`src/logic/rsq_defines.vh`:
```
// Constants for the reset source sequencer: register map, field positions,
// reset values and timing counts derived from the 200 MHz pclk.
// Assumes inclusion by bare name from the design files.
//
// Function
// - Four reset sources: pin, soft, PHY twice
// - External pin resets everything, reloads, relatches straps
// - Soft reset: interface, MAC, reload; rest kept
// - Config bit 0 starts soft reset, clears ~2us
// - Power control bit 10 resets PHY only
// - PHY reset bit clears after ~100us
// - PHY control bit 15 resets PHY, self-clears
// - Ready reads zero during hardware reset
// - Ready set ~22ms after hardware reset
// - Ready set within 2ms after wake write
// - EEPROM probe after pin and soft resets, busy flag set
// - Only external pin or power-up reset relatches configuration straps
`ifndef RSQ_DEFINES_VH
`define RSQ_DEFINES_VH

// ----------------------------------------------------------------------------
// Register byte offsets
// ----------------------------------------------------------------------------
`define RSQ_OFS_HARDWARE_CONFIG_REG      12'h000
`define RSQ_OFS_POWER_MGMT_CONTROL_REG    12'h004
`define RSQ_OFS_PHY_BCR     12'h008
`define RSQ_OFS_EEPROM_COMMAND_REG     12'h00C
`define RSQ_OFS_WAKE_TEST   12'h010
`define RSQ_OFS_STRAPS      12'h014
`define RSQ_OFS_RST_STAT    12'h018

// ----------------------------------------------------------------------------
// Field positions
// ----------------------------------------------------------------------------
`define RSQ_HARDWARE_CONFIG_REG_SOFT_RESET_REQUEST_BIT     0
`define RSQ_PMT_READY       0
`define RSQ_PMT_PHY_RST     10
`define RSQ_PMT_PM_LO       12
`define RSQ_PMT_PM_HI       13
`define RSQ_BCR_RESET       15
`define RSQ_E2P_BUSY        31

// ----------------------------------------------------------------------------
// Reset values
// ----------------------------------------------------------------------------
`define RSQ_PM_MODE_RST     2'h0
`define RSQ_STRAPS_RST      8'h00
`define RSQ_RDATA_RST       32'h00000000

// ----------------------------------------------------------------------------
// Timing: times in microseconds, counts in pclk cycles
// ----------------------------------------------------------------------------
`define RSQ_CLK_MHZ         200
`define RSQ_SOFT_RESET_REQUEST_BIT_US         2
`define RSQ_PHY_RST_US      100
`define RSQ_READY_US        22000
`define RSQ_WAKE_US         2000
`define RSQ_SOFT_RESET_REQUEST_BIT_CYC        (`RSQ_SOFT_RESET_REQUEST_BIT_US * `RSQ_CLK_MHZ)
`define RSQ_PHY_RST_CYC     (`RSQ_PHY_RST_US * `RSQ_CLK_MHZ)
`define RSQ_READY_CYC       (`RSQ_READY_US * `RSQ_CLK_MHZ)
`define RSQ_WAKE_CYC        (`RSQ_WAKE_US * `RSQ_CLK_MHZ)
`define RSQ_PROBE_CYC       1000
`define RSQ_TMR_W           23

`endif

```
`src/logic/rsq_timer.v`:
```
// Down-counting interval timer for the reset sequencer.
// Assumes start and load are stable in the cycle start is high.
`timescale 1ns/1ps
`default_nettype none
`include "rsq_defines.vh"

module rsq_timer (
   // Clock and reset
   input  wire                   pclk,
   input  wire                   presetn,
   // Control
   input  wire                   clr,
   input  wire                   start,
   input  wire [`RSQ_TMR_W-1:0]  load,
   // Status
   output wire                   busy,
   output reg                    done_q
);

   // ---------------------------------------------------------------------------
   // Counter
   // ---------------------------------------------------------------------------
   reg [`RSQ_TMR_W-1:0] cnt_q;
   reg                  run_q;

   assign busy = run_q;

   // Runs for exactly load cycles, then pulses done for one cycle
   always @(posedge pclk or negedge presetn) begin
      if (!presetn) begin
         cnt_q  <= {`RSQ_TMR_W{1'b0}};
         run_q  <= 1'b0;
         done_q <= 1'b0;
      end else if (clr) begin
         cnt_q  <= {`RSQ_TMR_W{1'b0}};
         run_q  <= 1'b0;
         done_q <= 1'b0;
      end else if (start) begin
         cnt_q  <= load;
         run_q  <= 1'b1;
         done_q <= 1'b0;
      end else if (run_q && cnt_q <= {{(`RSQ_TMR_W-1){1'b0}}, 1'b1}) begin
         cnt_q  <= {`RSQ_TMR_W{1'b0}};
         run_q  <= 1'b0;
         done_q <= 1'b1;
      end else begin
         cnt_q  <= run_q ? cnt_q - {{(`RSQ_TMR_W-1){1'b0}}, 1'b1} : cnt_q;
         done_q <= 1'b0;
      end
   end

endmodule // rsq_timer
`default_nettype wire

```
`src/logic/rsq_top.v`:
```
// Reset source sequencer: APB register slave, reset steering to the
// device's sub-blocks, ready flag, EEPROM probe busy flag and strap latch.
// Assumes pclk at 200 MHz and the external reset pin already synchronous.
`timescale 1ns/1ps
`default_nettype none
`include "rsq_defines.vh"

module rsq_top #(
   parameter [`RSQ_TMR_W-1:0] SOFT_RESET_REQUEST_BIT_CYC    = `RSQ_SOFT_RESET_REQUEST_BIT_CYC,
   parameter [`RSQ_TMR_W-1:0] PHY_RST_CYC = `RSQ_PHY_RST_CYC,
   parameter [`RSQ_TMR_W-1:0] READY_CYC   = `RSQ_READY_CYC,
   parameter [`RSQ_TMR_W-1:0] WAKE_CYC    = `RSQ_WAKE_CYC,
   parameter [`RSQ_TMR_W-1:0] PROBE_CYC   = `RSQ_PROBE_CYC
) (
   // Clock and reset
   input  wire        pclk,
   input  wire        presetn,
   // APB slave
   input  wire        psel,
   input  wire        penable,
   input  wire        pwrite,
   input  wire [11:0] paddr,
   input  wire [31:0] pwdata,
   output wire        pready,
   output reg  [31:0] prdata,
   output wire        pslverr,
   // Reset sources and straps
   input  wire        external_reset_in_n,
   input  wire [7:0]  strap_in,
   // Reset outputs to sub-blocks
   output reg         pll_rst_q,
   output reg         hbi_rst_q,
   output reg         reset_exempt_marker_rst_q,
   output reg         mil_rst_q,
   output reg         mac_rst_q,
   output reg         phy_rst_q,
   output reg         eeprom_reload_q,
   output reg  [7:0]  straps_q,
   // Status
   output reg         ready_q,
   output reg         eeprom_busy_flag_q,
   output reg  [1:0]  pm_mode_q
);

   // ---------------------------------------------------------------------------
   // APB decode
   // ---------------------------------------------------------------------------
   wire acc    = psel & penable;
   wire wr     = acc & pwrite;
   wire hit_hw = (paddr == `RSQ_OFS_HARDWARE_CONFIG_REG);
   wire hit_pm = (paddr == `RSQ_OFS_POWER_MGMT_CONTROL_REG);
   wire hit_bc = (paddr == `RSQ_OFS_PHY_BCR);
   wire hit_ee = (paddr == `RSQ_OFS_EEPROM_COMMAND_REG);
   wire hit_wk = (paddr == `RSQ_OFS_WAKE_TEST);
   wire hit_st = (paddr == `RSQ_OFS_STRAPS);
   wire hit_rs = (paddr == `RSQ_OFS_RST_STAT);
   wire mapped = hit_hw | hit_pm | hit_bc | hit_ee | hit_wk | hit_st | hit_rs;

   assign pready  = 1'b1;
   assign pslverr = acc & ~mapped;

   // ---------------------------------------------------------------------------
   // External reset tracking
   // ---------------------------------------------------------------------------
   reg ext_act_q;
   reg ext_prev_q;
   reg por_q;

   // Pin held low keeps the whole device in reset
   always @(posedge pclk or negedge presetn) begin
      if (!presetn) begin
         ext_act_q  <= 1'b1;
         ext_prev_q <= 1'b1;
         por_q      <= 1'b1;
      end else begin
         ext_act_q  <= ~external_reset_in_n;
         ext_prev_q <= ext_act_q;
         por_q      <= 1'b0;
      end
   end

   // End of a hardware reset: pin release or first cycle after power-up
   wire hw_rel = (ext_prev_q & ~ext_act_q) | (por_q & ~ext_act_q);

   // ---------------------------------------------------------------------------
   // Self-clearing request bits
   // ---------------------------------------------------------------------------
   reg  soft_reset_request_bit_q;
   reg  phy_req_q;
   reg  bcr_req_q;
   wire soft_reset_request_bit_done;
   wire phy_done;
   wire bcr_done;
   wire ready_done;
   wire probe_done;
   wire soft_reset_request_bit_busy;
   wire phy_busy;
   wire bcr_busy;
   wire ready_busy;
   wire probe_busy;

   wire wr_soft_reset_request_bit = wr & hit_hw & pwdata[`RSQ_HARDWARE_CONFIG_REG_SOFT_RESET_REQUEST_BIT] & ~soft_reset_request_bit_q;
   wire wr_phy  = wr & hit_pm & pwdata[`RSQ_PMT_PHY_RST] & ~phy_req_q;
   wire wr_bcr  = wr & hit_bc & pwdata[`RSQ_BCR_RESET] & ~bcr_req_q;
   wire wr_pm   = wr & hit_pm & (pwdata[`RSQ_PMT_PM_HI:`RSQ_PMT_PM_LO] != 2'h0);
   wire wr_wake = wr & hit_wk & (pm_mode_q != 2'h0);

   always @(posedge pclk or negedge presetn) begin
      if (!presetn) begin
         soft_reset_request_bit_q    <= 1'b0;
         phy_req_q <= 1'b0;
         bcr_req_q <= 1'b0;
      end else if (ext_act_q) begin
         soft_reset_request_bit_q    <= 1'b0;
         phy_req_q <= 1'b0;
         bcr_req_q <= 1'b0;
      end else begin
         if (wr_soft_reset_request_bit)
            soft_reset_request_bit_q <= 1'b1;
         else if (soft_reset_request_bit_done)
            soft_reset_request_bit_q <= 1'b0;
         if (wr_phy)
            phy_req_q <= 1'b1;
         else if (phy_done)
            phy_req_q <= 1'b0;
         if (wr_bcr)
            bcr_req_q <= 1'b1;
         else if (bcr_done)
            bcr_req_q <= 1'b0;
      end
   end

   // ---------------------------------------------------------------------------
   // Interval timers
   // ---------------------------------------------------------------------------
   wire       probe_start = hw_rel | soft_reset_request_bit_done;
   wire       rdy_start   = hw_rel | wr_wake;
   wire [`RSQ_TMR_W-1:0] rdy_load = hw_rel ? READY_CYC : WAKE_CYC;

   rsq_timer u_soft_reset_request_bit_tmr (
      .pclk    (pclk),
      .presetn (presetn),
      .clr     (ext_act_q),
      .start   (wr_soft_reset_request_bit),
      .load    (SOFT_RESET_REQUEST_BIT_CYC),
      .busy    (soft_reset_request_bit_busy),
      .done_q  (soft_reset_request_bit_done)
   );

   rsq_timer u_phy_tmr (
      .pclk    (pclk),
      .presetn (presetn),
      .clr     (ext_act_q),
      .start   (wr_phy),
      .load    (PHY_RST_CYC),
      .busy    (phy_busy),
      .done_q  (phy_done)
   );

   rsq_timer u_bcr_tmr (
      .pclk    (pclk),
      .presetn (presetn),
      .clr     (ext_act_q),
      .start   (wr_bcr),
      .load    (PHY_RST_CYC),
      .busy    (bcr_busy),
      .done_q  (bcr_done)
   );

   rsq_timer u_rdy_tmr (
      .pclk    (pclk),
      .presetn (presetn),
      .clr     (ext_act_q),
      .start   (rdy_start),
      .load    (rdy_load),
      .busy    (ready_busy),
      .done_q  (ready_done)
   );

   rsq_timer u_probe_tmr (
      .pclk    (pclk),
      .presetn (presetn),
      .clr     (ext_act_q),
      .start   (probe_start),
      .load    (PROBE_CYC),
      .busy    (probe_busy),
      .done_q  (probe_done)
   );

   // ---------------------------------------------------------------------------
   // Ready flag, power mode, EEPROM busy
   // ---------------------------------------------------------------------------
   always @(posedge pclk or negedge presetn) begin
      if (!presetn) begin
         ready_q            <= 1'b0;
         pm_mode_q          <= `RSQ_PM_MODE_RST;
         eeprom_busy_flag_q <= 1'b0;
      end else if (ext_act_q) begin
         ready_q            <= 1'b0;
         pm_mode_q          <= `RSQ_PM_MODE_RST;
         eeprom_busy_flag_q <= 1'b0;
      end else begin
         if (ready_done)
            ready_q <= 1'b1;
         else if (wr_soft_reset_request_bit || wr_pm)
            ready_q <= 1'b0;
         else if (soft_reset_request_bit_done)
            ready_q <= 1'b1;
         if (wr_wake)
            pm_mode_q <= `RSQ_PM_MODE_RST;
         else if (wr_pm)
            pm_mode_q <= pwdata[`RSQ_PMT_PM_HI:`RSQ_PMT_PM_LO];
         if (probe_start)
            eeprom_busy_flag_q <= 1'b1;
         else if (probe_done)
            eeprom_busy_flag_q <= 1'b0;
      end
   end

   // ---------------------------------------------------------------------------
   // Reset steering and strap latch
   // ---------------------------------------------------------------------------
   always @(posedge pclk or negedge presetn) begin
      if (!presetn) begin
         pll_rst_q       <= 1'b1;
         hbi_rst_q       <= 1'b1;
         reset_exempt_marker_rst_q      <= 1'b1;
         mil_rst_q       <= 1'b1;
         mac_rst_q       <= 1'b1;
         phy_rst_q       <= 1'b1;
         eeprom_reload_q <= 1'b0;
      end else begin
         pll_rst_q       <= ext_act_q;
         reset_exempt_marker_rst_q      <= ext_act_q;
         hbi_rst_q       <= ext_act_q | soft_reset_request_bit_q;
         mil_rst_q       <= ext_act_q | soft_reset_request_bit_q;
         mac_rst_q       <= ext_act_q | soft_reset_request_bit_q;
         phy_rst_q       <= ext_act_q | phy_req_q | bcr_req_q;
         eeprom_reload_q <= probe_start;
      end
   end

   // Straps taken only at the end of a pin or power-up reset
   always @(posedge pclk or negedge presetn) begin
      if (!presetn)
         straps_q <= `RSQ_STRAPS_RST;
      else if (hw_rel)
         straps_q <= strap_in;
   end

   // ---------------------------------------------------------------------------
   // Read data, captured in the setup cycle
   // ---------------------------------------------------------------------------
   reg [31:0] rd_d;

   always @* begin
      rd_d = `RSQ_RDATA_RST;
      case (1'b1)
         hit_hw: rd_d[`RSQ_HARDWARE_CONFIG_REG_SOFT_RESET_REQUEST_BIT] = soft_reset_request_bit_q;
         hit_pm: begin
            rd_d[`RSQ_PMT_READY]                 = ready_q;
            rd_d[`RSQ_PMT_PHY_RST]               = phy_req_q;
            rd_d[`RSQ_PMT_PM_HI:`RSQ_PMT_PM_LO]  = pm_mode_q;
         end
         hit_bc: rd_d[`RSQ_BCR_RESET] = bcr_req_q;
         hit_ee: rd_d[`RSQ_E2P_BUSY]  = eeprom_busy_flag_q;
         hit_st: rd_d[7:0]            = straps_q;
         hit_rs: rd_d[6:0] = {eeprom_reload_q, phy_rst_q, mac_rst_q, mil_rst_q,
                              reset_exempt_marker_rst_q, hbi_rst_q, pll_rst_q};
         default: rd_d = `RSQ_RDATA_RST;
      endcase
   end

   always @(posedge pclk or negedge presetn) begin
      if (!presetn)
         prdata <= `RSQ_RDATA_RST;
      else if (psel && !penable && !pwrite)
         prdata <= rd_d;
   end

endmodule // rsq_top
`default_nettype wire

```
`config.mk`:
```
export PLATFORM = sky130hd
export DESIGN_NAME = rsq_top
export DESIGN_NICKNAME = d
export VERILOG_FILES = /design/src/logic/rsq_timer.v /design/src/logic/rsq_top.v
export VERILOG_INCLUDE_DIRS = /design/src /design/src/logic
export SDC_FILE = /design/constraint.sdc
export NUM_CORES = 1
export LEC_CHECK = 0
export BUFFER_PORTS_ARGS = -buffer_cell sky130_fd_sc_hd__buf_2
export CAP_MARGIN = 20
export CORE_MARGIN = 5
export CORE_UTILIZATION = 25
export DETAILED_ROUTE_END_ITERATION = 12
export GPL_TIMING_DRIVEN = 0
export SLEW_MARGIN = 20
export SYNTH_ARGS = -nofsm -noshare
export SYNTH_HDL_FRONTEND = slang
export SYNTH_SLANG_ARGS = --single-unit
```
`constraint.sdc`:
```
create_clock -name pclk -period 2.8 [get_ports pclk]
set_input_delay 0.56 -clock pclk [delete_from_list [all_inputs] [get_ports pclk]]
set_output_delay 0.56 -clock pclk [all_outputs]
set_load 0.02 [all_outputs]
```
==> flow_results.org <==
** Synth
- After synthesis, the share of flip-flops with an asynchronous set or reset is 100%.
- Average instance area after synthesis :: 9.07 um^2
- Summing the sequential cell areas from Yosys gives between 40 and 50% of the chip area.
- The cell count after synthesis came out at 979.
- Area share of the largest cell type after synthesis :: 43.4%
- Flip-flop and latch count after synthesis :: around 160
- Netlist area before placement :: 0.00888 mm^2
- Yosys warning total :: 0
- Counting distinct cell types in the post-synthesis netlist gives 77.
- The most used flip-flop cell after synthesis is dfrtp_1.
- dfrtp_1 takes more of the synthesized area than any other cell.
- Counting flops with a built-in enable in the synthesized netlist gives 0.
- Leading cell types by total area after synthesis :: dfrtp_1 (43%), nand2_1 (4.3%), a21oi_1 (3.3%)

** GRT
- Summed over all layers, the global routing overflow is 0.
- Wire length of the first global-routing pass :: 40,900 um
- Entering global routing, the biggest net connects 94 pins.
- The via count of the first global-routing pass is 7,555.
- The number of antenna violations at the first check in global routing was 5.
- For this run, the total global-route usage over all layers was measured as between 10 and 15%.

** Critical path
- Endpoint arrival time on the critical path :: 2.95 ns
- Origin of the critical flop-to-flop path :: u_rdy_tmr.cnt_q[10]$_DFFE_PN0P_
- Critical-path maximum fanout :: 10
- Required time at the endpoint of the critical path :: slightly above 3 ns
- Class of the most critical setup path :: reg -> reg
- STA classifies the critical path endpoint as a flop.
- FF-to-FF setup slack :: 0.15 ns
- Worst R2R End :: u_rdy_tmr.cnt_q[11]$_DFFE_PN0P_
- Startpoint type of the worst setup path :: flop
- Measured in cells, the most critical reg-to-reg path has a length of 6.

** Detailed routing
- Metal3 WL :: 1750 um
- Before antenna repair, the detailed router went through 6 iterations.
- The count of nets left with antenna violations once routing finished came out at 0.
- Across all layers, the routed design uses 8,113 vias.
- For this block, wires on met1 add up to 11,800 um.
- After detailed routing, no signal wire sits above met5.
- Detailed Route Iter0 Violations :: 771
- Post-route DRC violation count :: 0
- After detailed routing, the average wire length per cell comes to roughly 16 um.
- For this block, the routed nets add up to 25,400 um of wire.
- In the detailed route, the total length drawn on met2 is between 10,000 and 15,000 um.
- Vias/cell :: 5.22

** Die
- In this run the horizontal extent of the chip is 199 um.
- Area of the placeable core :: 0.0353 mm^2
- The floorplan step defined a die boundary enclosing just under 0.04 mm^2.
- Io pins :: ~110
- Initial cell density of the core :: 25.2%
- In this run the vertical extent of the chip is 199 um.
- FP Rows :: between 60 and 70

** Final layout
- From synthesis to final layout, the design area changed by 19.3%.
- Share of layout cells above drive strength 1 :: 16.6%
- Filler-free cell count of the finished design :: 1,555
- The final layout contains 1,148 nets.

** Pwr
- The worst-case IR drop observed on VDD is between 0.2 and 0.3 mV.
- Part of the power in the clock network :: approximately two fifths
- The internal portion of the total power is approximately 0.0043 W.
- Net switching is 29.7% of the power.
- Power density relative to cell area :: 576 mW/mm^2
- Cell leakage power :: 4.54 nW
- For this design the total switching power over the nets is 0.00181 W.
- Power share of the sequential group :: 41.8%
- Share of total power in combinational logic :: 17.6%

** STA
- Worst-case headroom to the max-slew limit :: 32.5%
- Peak clock frequency supported by timing :: 378 MHz
- Setup repair after global routing left no endpoint under its margin.
- Across the routed clock network, the largest skew measured is approximately 0.0096 ns.
- Setup violations remaining at the end of the flow were counted as 0.
- Total count of hold-check failures in the final report :: 0
- The routed design could run at a clock period as short as 2.65 ns.
- At the pin with the least slew margin, the transition time is 1.01 ns.
- Final clock period utilization by the worst path :: 94.6%
- Number of slew-limit violations in the final report :: 0
- Worst-case setup margin in the final layout :: 0.152 ns

** Placement
- In this run the tool buffered the top-level ports with 62 buffer cells.
- Placer Congestion :: 0.863
- The number of placed instances, taps included, is 1,522.
- At the placement stage, the worst setup path has a slack of -0.368 ns.
- Summed over all nets, the half-perimeter wirelength after detailed placement is 18,200 um.

** Clock network
- Clock buffer depth :: 2
- Hold bufs inserted after CTS :: 0
- Register clock-pin slew on the reported worst setup and hold paths :: ~0.060 ns
- At the later pin of the worst-skew pair, clock insertion delay measures 0.43 ns.
- TritonCTS built the clock tree.
- CTS built an H-tree with a depth of 4.
- Number of buffers created by CTS :: 17
- Library cell used as clock root buffer :: clkbuf_16
- Counting every sink on the clock net gives 159.

** Status
- The flow ran to the end, and the final reports show no timing, DRC or antenna violations.

** Hold path
- In this run the worst hold path is classified as in -> async.

** Run
- Number of violations of the max-capacitance limit :: 0
[registers in the layout, indices dropped and copies added, names as in the netlist, 2 cells and up]
register	cells
u_rdy_tmr.cnt_q	23
u_phy_tmr.cnt_q	23
pm_mode_q	2
u_bcr_tmr.cnt_q	23
prdata	13
u_soft_reset_request_bit_tmr.cnt_q	23
straps_q	8
u_probe_tmr.cnt_q	23
[cell type report]
type	count	area [um^2]
clock inverter	11	153
buffer	61	338
clock buffer	21	470
inverter	22	82.6
tap	461	577
antenna	1	2.50
fill	3636	24700
multi-input combinational	756	4640
sequential	159	3990
timing repair buffer	63	348
[routing by layer]
layer	up-vias	track usage (%)
met5	-	0
met4	6	4.46
met3	46	3.32
met2	248	19.2
met1	3979	17.8
li1	3834	-
[per-stage QoR]
step	TNS, ns	util (%)	cell area (um^2)	hold WS (ns)	power (W)
floorplan	0	-	8950	0.264	0.00330
global placement	-235.36	27.9	9840	0.387	0.00361
detailed placement	-12.58	28.0	9880	0.386	0.00363
CTS	0	29.8	10500	0.109	0.00612
global route	0	30.0	10600	0.126	0.00638
finish	0	30.0	10600	0.0659	0.00610
[kinds of logic (layout without fill, tap and decap cells)]
kind of cell             Yosys count  in the layout  synth area share (%)
multiplexers                      10             10                  1.24
flip-flops                       159            159                  44.9
XOR/XNOR                          29             29                  2.86
AND/OR/NAND/NOR                  440            440                  26.7
adder cells (fa/ha/maj)           10             10                  1.41
buffers and inverters             83            178                  4.68
other                              2             22                0.0845
AO/OA/AOI/OAI                    246            246                  18.2
[critical path: stages, from the launching register on]
cell and delay, ns:
dfrtp_1 0.44, nor4_1 0.62, nand3_1 0.41, or3_1 0.52, buf_2 0.22, a31oi_1 0.21
o22ai_1 0.10
[how the worst max path moves through the flow]
| stage | startpoint | endpoint | cells after the start |
|---|---|---|---|
| after floorplan | u_rdy_tmr.cnt_q[10]$_DFFE_PN0P_ | u_rdy_tmr.cnt_q[16]$_DFFE_PN0P_ | 5 |
| final | u_rdy_tmr.cnt_q[10]$_DFFE_PN0P_ | u_rdy_tmr.cnt_q[11]$_DFFE_PN0P_ | 6 |
| after global routing | u_rdy_tmr.cnt_q[10]$_DFFE_PN0P_ | u_rdy_tmr.cnt_q[22]$_DFFE_PN0P_ | 6 |
| after global placement | presetn | u_probe_tmr.cnt_q[1]$_DFFE_PN0P_ | 1 |
| after CTS | ext_act_q$_DFF_PN1_ | u_bcr_tmr.cnt_q[14]$_DFFE_PN0P_ | 5 |
| after detailed placement | paddr[9] | u_bcr_tmr.cnt_q[16]$_DFFE_PN0P_ | 9 |
[power groups by stage]
stage / combinational, W / sequential [W] / clock, W
CTS: 0.00105 / 0.00254 / 0.00252
detailed placement: 0.00104 / 0.00259 / 0
floorplan: 0.000723 / 0.00258 / 0
global placement: 0.00103 / 0.00258 / 0
global route: 0.00120 / 0.00257 / 0.00262
finish: 0.00108 / 0.00255 / 0.00247
[synth_stat cells, types with 9 or more instances]
cell	count
a21oi_1	58
a31oi_1	19
and3_1	9
buf_4	23
clkbuf_1	28
dfrtp_1	154
ha_1	10
inv_1	22
nand2_1	101
nand2b_1	21
nand3_1	33
nand4_1	12
nor2_1	75
nor3_1	47
nor4_1	28
nor4b_1	9
o21ai_0	52
o31ai_1	27
or3_1	29
or4_1	30
xnor2_1	18
xor2_1	11
[placed cells by master (no fill, tap or decap), types with 6 or more instances in the layout]
cell         n
o2111ai_1    6
nor4_1      22
clkbuf_1    26
a22o_1       6
or2_2        6
ha_1        10
mux2_2       8
inv_1       22
nor3_1      45
buf_2       69
o21ai_0     52
and2_1       6
nor4_2       8
xor2_1      11
a31oi_1     19
o22ai_1      8
nand4_1     12
conb_1      21
dfrtp_1    154
clkbuf_16   17
nand2b_1    21
nand2_1    101
nand3_1     33
or4_1       30
or3_1       29
nor4b_1      7
o211ai_1     8
xnor2_1     18
buf_4       23
o31ai_1     25
nor2_1      75
and3_1       9
a21oi_1     58
[what timing repair did]
item / in CTS / in global routing
endpoints found under the setup margin: 12 / 52
resized for setup: 5 / 15
setup buffers: 0 / 0
Power figures use the tool's default switching activity.
